File: src/design/flash_ctrl_pkg.sv
// Package for the flash read buffer controller: register map, fields, resets, timing.
// Assumes a 40 MHz system branch clock and a 128-bit flash array on the same clock.
package flash_ctrl_pkg;

  localparam int CLK_PERIOD_NS = 25;
  localparam int T_INIT_NS = 150000;
  localparam int INIT_CYCLES = (T_INIT_NS + CLK_PERIOD_NS - 1) / CLK_PERIOD_NS;

  localparam logic [7:0] OFS_CTRL = 8'h00;
  localparam logic [7:0] OFS_WAIT = 8'h04;
  localparam logic [7:0] OFS_PADDR = 8'h08;
  localparam logic [7:0] OFS_CMD = 8'h0C;
  localparam logic [7:0] OFS_STATUS = 8'h10;
  localparam logic [7:0] OFS_SECURE = 8'h14;
  localparam logic [7:0] OFS_LATCH0 = 8'h20;
  localparam logic [7:0] OFS_LATCH3 = 8'h2C;

  localparam int CTRL_ASYNC_BIT = 0;
  localparam int CTRL_MODE_LSB = 1;
  localparam int CTRL_PSS_BIT = 3;
  localparam int CMD_BURN_BIT = 0;
  localparam int CMD_ERASE_BIT = 1;
  localparam int ST_BURN_BIT = 0;
  localparam int ST_ERASE_BIT = 1;
  localparam int ST_BUSY_BIT = 2;
  localparam int ST_INIT_BIT = 3;
  localparam int ST_JTAG_BIT = 4;
  localparam int ST_REFUSED_BIT = 5;
  localparam int IDX_JTAG_BIT = 0;
  localparam int IDX_SEC_LSB = 1;

  localparam int NUM_SECTORS = 19;
  localparam int WORD_AW = 16;
  localparam logic [WORD_AW-1:0] INDEX_WORD_ADDR = 16'h0000;
  localparam logic [19:0] SMALL_REGION_END = 20'h1_0000;
  localparam logic [31:0] FLASH_BASE = 32'h2000_0000;
  localparam logic [3:0] WAIT_RESET = 4'h3;

  typedef enum logic [1:0] {BUF_NONE, BUF_SINGLE, BUF_DUAL_ONE_SPEC, BUF_DUAL_ALWAYS} buf_mode_t;

  typedef struct packed {
    logic async_timing;
    buf_mode_t mode;
    logic protection_sector_select;
  } ctrl_t;

  localparam ctrl_t CTRL_RESET = '{async_timing: 1'b0, mode: BUF_SINGLE, protection_sector_select: 1'b0};

  typedef struct packed {
    logic rd;
    logic abort;
    logic prog;
    logic erase;
    logic index;
    logic [WORD_AW-1:0] addr;
    logic [127:0] wdata;
  } flash_req_t;

endpackage

File: src/design/flash_read_buffer_controller.sv
// Flash controller core: AHB read port with buffer lines, APB configuration, array sequencing.
// Assumes the array answers reads after the programmed wait states and pulses done for burn/erase.
//
// Function
// - After reset run initialisation for the init time, stalling AHB flash transfers.
// - During initialisation read the protection sector for access protection and security.
// - Active access protection blocks debug-port flash access and processor debug.
// - With sector security, reads of secured sectors return no contents.
// - Synchronous timing: reads run to completion, no speculation, no dual line.
// - Asynchronous timing: reads can be aborted, enabling speculation and dual lines.
// - A buffer line holds a full 128-bit word serving four 32-bit words.
// - Without buffering every AHB read outside a secured sector launches a new array read.
// - Single line: same-word reads are served from the buffer with no wait.
// - A different word starts an array read with wait states until data arrives.
// - Dual mode copies the primary hit word to the second line, then prefetches.
// - Invalidate both lines after init, config access, latch read, protection read.
// - Reset mode is synchronous timing with a single buffer line.
// - Dual single-speculative: a miss is followed by at most one speculative read.
// - Dual always-speculative: copy used word, start next sequential read immediately.
// - Eight 8 kB sectors from the base, then up to eleven 64 kB sectors.
// - Pages of 32 words; a sector is erased before being written.
// - Protection-sector select maps that sector over flash; if found programmed when read at initialisation it is not erasable.
// - Above three wait states speculation cannot give zero-wait reads.
// - Burn and erase completion raise the interrupt; no suspension is offered.
`timescale 1ns/10ps
`default_nettype none

module flash_read_buffer_controller
  import flash_ctrl_pkg::*;
#(
  parameter int INIT_COUNT = flash_ctrl_pkg::INIT_CYCLES
) (
  input wire logic clk_i, // System branch clock.
  input wire logic rst_n_i, // Asynchronous reset, active low.
  input wire logic hsel_i, // AHB slave select.
  input wire logic [31:0] haddr_i, // AHB address.
  input wire logic [1:0] htrans_i, // AHB transfer type.
  input wire logic hwrite_i, // AHB write flag.
  input wire logic hready_i, // AHB bus ready.
  output logic [31:0] hrdata_o, // AHB read data.
  output logic hready_o, // AHB slave ready.
  output logic hresp_o, // AHB response, always OKAY.
  input wire logic psel_i, // APB select.
  input wire logic penable_i, // APB enable.
  input wire logic pwrite_i, // APB write.
  input wire logic [7:0] paddr_i, // APB byte address.
  input wire logic [31:0] pwdata_i, // APB write data.
  output logic [31:0] prdata_o, // APB read data.
  output logic pready_o, // APB ready.
  output logic pslverr_o, // APB error for unmapped address or command write while busy.
  output flash_ctrl_pkg::flash_req_t flash_o, // Array request bundle.
  input wire logic [127:0] flash_rdata_i, // Array read word.
  input wire logic flash_done_i, // Array burn or erase finished.
  output logic jtag_block_o, // Debug-port flash access refused.
  output logic debug_disable_o, // Processor debug disabled.
  output logic irq_o // Burn or erase finished.
);
  import flash_ctrl_pkg::*;

  typedef enum {S_INIT, S_INDEX, S_IDLE, S_READ, S_PROG} state_t;

  state_t state;
  logic [31:0] init_cnt;
  logic [3:0] rd_cnt;
  logic rd_spec;
  logic [WORD_AW-1:0] rd_addr;
  logic [127:0] p_data;
  logic [WORD_AW-1:0] p_addr;
  logic p_valid;
  logic [127:0] s_data;
  logic [WORD_AW-1:0] s_addr;
  logic s_valid;
  logic spec_left;
  logic pend;
  logic [WORD_AW-1:0] pend_addr;
  logic [1:0] pend_sel;
  logic pend_secure;
  logic [NUM_SECTORS-1:0] secure;
  logic jtag_prot;
  logic index_programmed;
  logic init_done;
  ctrl_t ctrl;
  logic [3:0] read_wait_states;
  logic [31:0] prog_addr;
  logic [31:0] latch [4];
  logic cmd_burn;
  logic cmd_erase;
  logic cmd_ack;
  logic burn_done_evt;
  logic erase_done_evt;
  logic erase_refused_evt;
  logic inval;
  logic [5:0] status;

  // Sector number as counted from the base: 0..7 small, 8.. large.
  function automatic logic [4:0] sector_of(input logic [19:0] ofs);
    if (ofs < SMALL_REGION_END) begin
      return {2'b00, ofs[15:13]};
    end
    return 5'd7 + {1'b0, ofs[19:16]};
  endfunction

  function automatic logic [31:0] word_pick(input logic [127:0] w, input logic [1:0] sel);
    return w[sel*32 +: 32];
  endfunction

  logic take;
  logic [WORD_AW-1:0] a_word;
  logic [1:0] a_sel;
  logic a_secure;
  logic dual;
  logic async_ok;
  logic use_buf;
  logic hit_p;
  logic hit_s;

  always_comb begin
    take = hsel_i && htrans_i[1] && hready_i && hready_o && !hwrite_i;
    a_word = haddr_i[WORD_AW+3:4];
    a_sel = haddr_i[3:2];
    a_secure = secure[sector_of(haddr_i[19:0])] && !ctrl.protection_sector_select;
    async_ok = ctrl.async_timing;
    dual = async_ok && (ctrl.mode == BUF_DUAL_ONE_SPEC || ctrl.mode == BUF_DUAL_ALWAYS);
    use_buf = (ctrl.mode != BUF_NONE) && !ctrl.protection_sector_select;
    hit_p = use_buf && p_valid && (p_addr == a_word) && !(state == S_READ && rd_spec && rd_addr == a_word);
    hit_s = use_buf && dual && s_valid && (s_addr == a_word);
  end

  // Read path, buffer lines and array sequencing share one owner of the array.
  always_ff @(posedge clk_i or negedge rst_n_i) begin
    if (!rst_n_i) begin
      state <= S_INIT;
      init_cnt <= '0;
      rd_cnt <= '0;
      rd_spec <= 1'b0;
      rd_addr <= '0;
      p_data <= '0;
      p_addr <= '0;
      p_valid <= 1'b0;
      s_data <= '0;
      s_addr <= '0;
      s_valid <= 1'b0;
      spec_left <= 1'b0;
      pend <= 1'b0;
      pend_addr <= '0;
      pend_sel <= '0;
      pend_secure <= 1'b0;
      secure <= '0;
      jtag_prot <= 1'b0;
      index_programmed <= 1'b0;
      init_done <= 1'b0;
      hrdata_o <= '0;
      hready_o <= 1'b1;
      flash_o <= '0;
      cmd_ack <= 1'b0;
      burn_done_evt <= 1'b0;
      erase_done_evt <= 1'b0;
      erase_refused_evt <= 1'b0;
    end else begin
      flash_o.abort <= 1'b0;
      cmd_ack <= 1'b0;
      burn_done_evt <= 1'b0;
      erase_done_evt <= 1'b0;
      erase_refused_evt <= 1'b0;
      if (inval) begin
        p_valid <= 1'b0;
        s_valid <= 1'b0;
      end
      if (take) begin
        if (!init_done) begin
          hready_o <= 1'b0;
          pend <= 1'b1;
          pend_addr <= a_word;
          pend_sel <= a_sel;
          pend_secure <= a_secure;
        end else if (a_secure) begin
          hrdata_o <= '0;
          hready_o <= 1'b1;
        end else if (hit_p) begin
          hrdata_o <= word_pick(p_data, a_sel);
          hready_o <= 1'b1;
          if (dual && state == S_IDLE && (ctrl.mode == BUF_DUAL_ALWAYS || spec_left)) begin
            // Prefetch pays off only with few wait states.
            s_data <= p_data;
            s_addr <= p_addr;
            s_valid <= 1'b1;
            spec_left <= 1'b0;
            state <= S_READ;
            rd_spec <= 1'b1;
            rd_addr <= p_addr + 1'b1;
            rd_cnt <= read_wait_states;
            flash_o.rd <= 1'b1;
            flash_o.addr <= p_addr + 1'b1;
          end
        end else if (hit_s) begin
          hrdata_o <= word_pick(s_data, a_sel);
          hready_o <= 1'b1;
        end else begin
          hready_o <= 1'b0;
          pend <= 1'b1;
          pend_addr <= a_word;
          pend_sel <= a_sel;
          pend_secure <= 1'b0;
          spec_left <= (ctrl.mode == BUF_DUAL_ONE_SPEC);
          if (state == S_READ && async_ok) begin
            flash_o.abort <= 1'b1;
            flash_o.rd <= 1'b0;
            state <= S_IDLE;
          end
        end
      end
      case (state)
        S_INIT: begin
          if (init_cnt >= INIT_COUNT - 1) begin
            state <= S_INDEX;
            rd_cnt <= read_wait_states;
            flash_o.rd <= 1'b1;
            flash_o.index <= 1'b1;
            flash_o.addr <= INDEX_WORD_ADDR;
          end else begin
            init_cnt <= init_cnt + 32'd1;
          end
        end
        S_INDEX: begin
          if (rd_cnt == '0) begin
            jtag_prot <= flash_rdata_i[IDX_JTAG_BIT];
            secure <= flash_rdata_i[IDX_SEC_LSB +: NUM_SECTORS];
            index_programmed <= ~&flash_rdata_i;
            init_done <= 1'b1;
            p_valid <= 1'b0;
            s_valid <= 1'b0;
            flash_o.rd <= 1'b0;
            flash_o.index <= 1'b0;
            state <= S_IDLE;
          end else begin
            rd_cnt <= rd_cnt - 4'd1;
          end
        end
        S_IDLE: begin
          // A read stalled by start-up was taken before the security bits were known.
          if (pend && (pend_secure || (secure[sector_of({pend_addr, 4'h0})] && !ctrl.protection_sector_select))) begin
            hrdata_o <= '0;
            hready_o <= 1'b1;
            pend <= 1'b0;
          end else if (pend && !take) begin
            state <= S_READ;
            rd_spec <= 1'b0;
            rd_addr <= pend_addr;
            rd_cnt <= read_wait_states;
            flash_o.rd <= 1'b1;
            flash_o.index <= ctrl.protection_sector_select;
            flash_o.addr <= pend_addr;
          end else if (cmd_burn && !take) begin
            state <= S_PROG;
            cmd_ack <= 1'b1;
            flash_o.prog <= 1'b1;
            flash_o.index <= ctrl.protection_sector_select;
            flash_o.addr <= prog_addr[WORD_AW+3:4];
            flash_o.wdata <= {latch[3], latch[2], latch[1], latch[0]};
            p_valid <= 1'b0;
            s_valid <= 1'b0;
          end else if (cmd_erase && !take) begin
            cmd_ack <= 1'b1;
            if (ctrl.protection_sector_select && index_programmed) begin
              erase_refused_evt <= 1'b1;
            end else begin
              state <= S_PROG;
              flash_o.erase <= 1'b1;
              flash_o.index <= ctrl.protection_sector_select;
              flash_o.addr <= prog_addr[WORD_AW+3:4];
              p_valid <= 1'b0;
              s_valid <= 1'b0;
            end
          end
        end
        S_READ: begin
          if (!(take && !hit_p && !hit_s && !a_secure && async_ok)) begin
            if (rd_cnt == '0) begin
              flash_o.rd <= 1'b0;
              flash_o.index <= 1'b0;
              state <= S_IDLE;
              p_data <= flash_rdata_i;
              p_addr <= rd_addr;
              p_valid <= use_buf && !inval;
              if (ctrl.protection_sector_select) begin
                s_valid <= 1'b0;
              end
              if (pend && pend_addr == rd_addr) begin
                hrdata_o <= word_pick(flash_rdata_i, pend_sel);
                hready_o <= 1'b1;
                pend <= 1'b0;
              end
            end else begin
              rd_cnt <= rd_cnt - 4'd1;
            end
          end
        end
        S_PROG: begin
          // Burn and erase run to the end; there is no suspend path.
          if (flash_done_i) begin
            burn_done_evt <= flash_o.prog;
            erase_done_evt <= flash_o.erase;
            flash_o.prog <= 1'b0;
            flash_o.erase <= 1'b0;
            flash_o.index <= 1'b0;
            state <= S_IDLE;
          end
        end
        default: state <= S_IDLE;
      endcase
    end
  end

  // Protection outcome drives the debug path.
  always_ff @(posedge clk_i or negedge rst_n_i) begin
    if (!rst_n_i) begin
      jtag_block_o <= 1'b0;
      debug_disable_o <= 1'b0;
      hresp_o <= 1'b0;
    end else begin
      jtag_block_o <= jtag_prot;
      debug_disable_o <= jtag_prot;
      hresp_o <= 1'b0;
    end
  end

  logic setup;
  logic wr_now;
  logic cmd_busy;
  logic [4:0] latch_idx;

  always_comb begin
    setup = psel_i && !penable_i;
    wr_now = setup && pwrite_i;
    cmd_busy = cmd_burn || cmd_erase || state == S_PROG;
    latch_idx = paddr_i[6:2] - OFS_LATCH0[6:2];
  end

  // APB slave: answers in the first access cycle; writes act at the setup edge.
  always_ff @(posedge clk_i or negedge rst_n_i) begin
    if (!rst_n_i) begin
      ctrl <= CTRL_RESET;
      read_wait_states <= WAIT_RESET;
      prog_addr <= FLASH_BASE;
      for (int i = 0; i < 4; i++) begin
        latch[i] <= '0;
      end
      cmd_burn <= 1'b0;
      cmd_erase <= 1'b0;
      inval <= 1'b0;
      prdata_o <= '0;
      pready_o <= 1'b0;
      pslverr_o <= 1'b0;
    end else begin
      inval <= 1'b0;
      pready_o <= setup;
      pslverr_o <= 1'b0;
      prdata_o <= '0;
      if (cmd_ack) begin
        cmd_burn <= 1'b0;
        cmd_erase <= 1'b0;
      end
      if (setup) begin
        if (paddr_i == OFS_CTRL) begin
          inval <= 1'b1;
          // Field order follows the register layout, not the packing of the struct.
          prdata_o <= {28'h000_0000, ctrl.protection_sector_select, ctrl.mode, ctrl.async_timing};
          if (pwrite_i) begin
            ctrl.async_timing <= pwdata_i[CTRL_ASYNC_BIT];
            ctrl.mode <= buf_mode_t'(pwdata_i[CTRL_MODE_LSB +: 2]);
            ctrl.protection_sector_select <= pwdata_i[CTRL_PSS_BIT];
          end
        end else if (paddr_i == OFS_WAIT) begin
          inval <= 1'b1;
          prdata_o <= {28'h000_0000, read_wait_states};
          if (pwrite_i) begin
            read_wait_states <= pwdata_i[3:0];
          end
        end else if (paddr_i == OFS_PADDR) begin
          inval <= 1'b1;
          prdata_o <= prog_addr;
          if (pwrite_i) begin
            prog_addr <= pwdata_i;
          end
        end else if (paddr_i == OFS_CMD) begin
          if (wr_now && cmd_busy) begin
            pslverr_o <= 1'b1;
          end else if (wr_now) begin
            cmd_burn <= pwdata_i[CMD_BURN_BIT];
            cmd_erase <= pwdata_i[CMD_ERASE_BIT] && !pwdata_i[CMD_BURN_BIT];
          end
        end else if (paddr_i == OFS_STATUS) begin
          prdata_o <= {26'h000_0000, status};
        end else if (paddr_i == OFS_SECURE) begin
          prdata_o <= {13'h0000, secure};
        end else if (paddr_i >= OFS_LATCH0 && paddr_i <= OFS_LATCH3 && paddr_i[1:0] == 2'b00) begin
          prdata_o <= latch[latch_idx[1:0]];
          if (pwrite_i) begin
            latch[latch_idx[1:0]] <= pwdata_i;
          end else begin
            inval <= 1'b1;
          end
        end else begin
          pslverr_o <= 1'b1;
        end
      end
    end
  end

  // Sticky events; a set in the clearing cycle wins.
  always_ff @(posedge clk_i or negedge rst_n_i) begin
    if (!rst_n_i) begin
      status <= '0;
      irq_o <= 1'b0;
    end else begin
      status[ST_BUSY_BIT] <= cmd_busy;
      status[ST_INIT_BIT] <= init_done;
      status[ST_JTAG_BIT] <= jtag_prot;
      for (int b = ST_BURN_BIT; b <= ST_ERASE_BIT; b++) begin
        if (wr_now && paddr_i == OFS_STATUS && pwdata_i[b]) begin
          status[b] <= 1'b0;
        end
      end
      if (wr_now && paddr_i == OFS_STATUS && pwdata_i[ST_REFUSED_BIT]) begin
        status[ST_REFUSED_BIT] <= 1'b0;
      end
      if (burn_done_evt) begin
        status[ST_BURN_BIT] <= 1'b1;
      end
      if (erase_done_evt) begin
        status[ST_ERASE_BIT] <= 1'b1;
      end
      if (erase_refused_evt) begin
        status[ST_REFUSED_BIT] <= 1'b1;
      end
      irq_o <= status[ST_BURN_BIT] || status[ST_ERASE_BIT] || burn_done_evt || erase_done_evt;
    end
  end

endmodule

`default_nettype wire

File: config.mk
export PLATFORM = sky130hd
export DESIGN_NAME = flash_read_buffer_controller
export DESIGN_NICKNAME = d
export VERILOG_FILES = /design/src/design/flash_ctrl_pkg.sv /design/src/design/flash_read_buffer_controller.sv
export SDC_FILE = /design/constraint.sdc
export NUM_CORES = 2
export LEC_CHECK = 0
export BUFFER_PORTS_ARGS = -buffer_cell sky130_fd_sc_hd__buf_2
export CAP_MARGIN = 0
export CORE_ASPECT_RATIO = 0.7
export CORE_MARGIN = 2
export CORE_UTILIZATION = 50
export DETAILED_ROUTE_END_ITERATION = 10
export GPL_ROUTABILITY_DRIVEN = 1
export PLACE_DENSITY = 0.81
export SLEW_MARGIN = 15
export SYNTH_ARGS = -nofsm -noshare
export SYNTH_HDL_FRONTEND = slang
export SYNTH_SLANG_ARGS = --single-unit
export TNS_END_PERCENT = 100
File: constraint.sdc
create_clock -name clk_i -period 3.9 [get_ports clk_i]
set_clock_uncertainty 0.1 [all_clocks]
set_input_delay 0.195 -clock clk_i [delete_from_list [all_inputs] [get_ports clk_i]]
set_output_delay 0.195 -clock clk_i [all_outputs]
set_load 0.05 [all_outputs]
==> results.md <==
- Status: finished, final reports clean
- Synth area leaders: dfrtp_1 (53%), mux2_2 (15%), mux4_2 (8.0%)
- Vias after detailed routing: 29,300
- Period minus WS final: 3.84 ns
- Distinct cells, synth: 80
- CTS root buf: clkbuf_16
- Slew HR: 41.1%
- CP Capture Type: flip-flop
- First DRT Iteration DRCs: around 3,400
- Crit Path Max Fanout: 16
- Avg Inst Size Synth: 12.2 um2
- Tcrit/Tclk final: between 90 and 100%
- Vias in the first global route: 29,700
- Routed length per instance: between 20 and 30 um
- Layout Nets: 3,920
- LEAKAGE: 22.4 nW
- CTS tree: done
- FFs w/ async S/R, synth: between 90% and 100%
- Cell row count: 84
- Setup TNS: 0 ns
- Number of flops mapped to enable cells by yosys: 0
- Routed Antenna Nets: 0
- Die ar.: 78,200 um2
- GRT Overall Usage: 30.2%
- Area leader, netlist: dfrtp_1
- Mapped cell area: 38,000 um2
- Multi-input logic area: between 15,000 and 20,000 um2
- Peak VDD IR: 0.348 mV
- Measured slew at the worst slew-check pin: 0.884 ns
- Most common cell after layout, fill and taps aside: dfrtp_1
- Critical path class: reg -> reg
- DR DRC count: 0
- Sequential Area: 20,400 um2
- Core area: 75,100 um2
- Worst-Skew Late Latency: 0.69 ns
- Slowest CP cell: mux4_2
- Post-synthesis sequential area ratio: 53.8%
- CP arrival: 4.35 ns
- Die width: 333 um
- Initial Util: 50.5%
- Final Power: 19.4 mW
- P per Cell Area: 418 nW/um2
- Cell area after layout: about 46,000 um2
- Most frequent cells in the layout: dfrtp_1 (808), nand2_1 (545), mux2_2 (503), buf_2 (412), dlygate4sd3_1 (188)
- Worst min-delay path category: in -> async
- Final setup fails: 0
- First-pass GRT wire length: 181,000 um
- DR pass1 iterations: 5
- Share of the synthesized area in the top cell type: 53.5%
- Critical Path Source Type: flip-flop
- Share of cells above drive strength 1: a little over a third
- Unrepaired setup endpoints after global routing: true
- Fill count: roughly 5,500
- Most common flop cell mapped by yosys: dfrtp_1
- Ports: 431
- H-Tree Depth: 3
- Non-filler cells, final: 4,759
- Initial antenna violation count: 12
- Placed Cells: 4,421
- DP Wirelength: 76,000 um
- Final Max Tran Viols: 0
- Final Hold Viols: 0
- DRT Wirelength: 119,000 um
- Post-CTS Repair Setup Buffers: 0
- Clock Tree Buf Depth: 3
- Met1 usage: 40.7%
- Max Fclk: 0.260 GHz
- Max Cap Violations: 0
- Data required, critical path: 4.41 ns
- CTS buffer count: between 70 and 80
- Overflow after GRT: 0
- Area after DPL: 41,700 um2
- Cells along the critical path: inv_1, ha_1, nor3b_2, mux2i_2, buf_4, mux4_2, mux2_2, o211a_1, and3_1, buf_4, nand2_2, buf_12, a21boi_0, mux2_2
- Clk pin slew, worst setup/hold paths: approximately 0.070 ns
- Largest net degree at the start of global routing: between 100 and 150
- CP max stage delay: 0.50 ns
- Clk sinks: around 820
- Gr busiest metal: met2
- Post-synthesis register bit count: about 800
- Die height: around 230 um
- Synth warnings: 0
- GR Util met3: 9.14%
- Vias per Instance: roughly 6.2
- Routability cong.: approximately 0.97
- Min Hold Slack: 0.0552 ns
- Global-route met2 utilization: 44.4%
- Area growth syn-to-layout: 22.4%
- Post-Syn Instances: approximately 3,100
- Port Buf Inserts: roughly 410
[power breakdown]
| group | total (mW) | switching, mW | internal (mW) |
|---|---|---|---|
| clock | 8.02 | 3.51 | 4.51 |
| sequential | 8.98 | 0.305 | 8.68 |
| combinational | 2.40 | 1.34 | 1.06 |
[kinds of logic (layout without fill, tap and decap cells)]
group	Yosys count	after routing	share of synthesized area [%]
AND/OR/NAND/NOR	913	913	10.6
flip-flops	816	816	53.8
multiplexers	701	701	24.6
AO/OA/AOI/OAI	327	327	6.12
buffers and inverters	248	880	2.62
XOR/XNOR	90	90	2.08
adder cells (fa/ha/maj)	5	5	0.165
other	1	38	0.00988
[per-stage QoR]
step / util, % / worst slack, ns
floorplan: - / 0.0304
global placement: 55.5 / 0.140
detailed placement: 55.5 / 0.0735
CTS: 61.6 / 0.00974
global route: 61.8 / -0.00293
finish: 61.8 / 0.0564
[sequential cells by signal, indices dropped and copies added, names as in the netlist, 32 cells and up]
signal and flops:
flash_o 149, latch 128, p_data 128, s_data 128, hrdata_o 32, init_cnt 32, prdata_o 32, prog_addr 32
state 32
[final timing paths]
check                              start           end  slack (ns)  depth (start not counted)
max in group asynchronous        rst_n_i  pend_addr[3]        2.59                          3
setup reg to reg           pend_addr[13]  hrdata_o[22]        0.06                         14
hold reg to reg                jtag_prot     status[4]        0.27                          0
hold / removal                   rst_n_i  prog_addr[5]        0.06                          2
min in group clk_i            haddr_i[2]   pend_sel[0]        0.07                          2
setup / recovery           pend_addr[13]  hrdata_o[22]        0.06                         14
[timing repair]
item / in CTS / in global routing
setup endpoints to repair: 1 / 144
gates resized for setup: 1 / 13
hold buffers: 188 / 0
hold endpoints to repair: 544 / 0
cloned: 0 / 3
[cell type report]
class                      count  area share [%]
sequential                   816            44.0
inverter                      26           0.210
clock buffer                 111            4.88
multi-input combinational   2066            36.1
clock inverter                28           0.921
antenna                        8          0.0431
timing repair buffer         715            11.2
tap                          989            2.66
[per-layer routing]
metal	part of all wire, %	wire (um)
met3	10	12500
met4	5.4	6460
met5	0.055	66
met2	45	53100
met1	40	47200
[cells in the mapped netlist, types with 26 or more instances]
master and number:
a21oi_1 47, inv_1 26, nand3_1 26, nor2_1 142, mux2_2 503, nand4_1 58, dfrtp_1 811, nand2_1 546
o21ai_0 58, mux4_2 135, a22oi_1 26, a21boi_0 27, xnor2_1 46, mux2i_1 51, a211o_1 35, clkbuf_1 183
xor2_1 44, nor4_1 42
[worst max-delay path: cells and delay by family, from the launching register on]
family / cells / cell delay [ns]
AND/OR/NAND/NOR: 3 / 0.64
multiplexers: 4 / 1.23
AO/OA/AOI/OAI: 2 / 0.48
adder cells (fa/ha/maj): 1 / 0.19
flip-flops: 1 / 0.38
buffers and inverters: 4 / 0.74
Note: power is estimated with default switching activity, not from simulation.
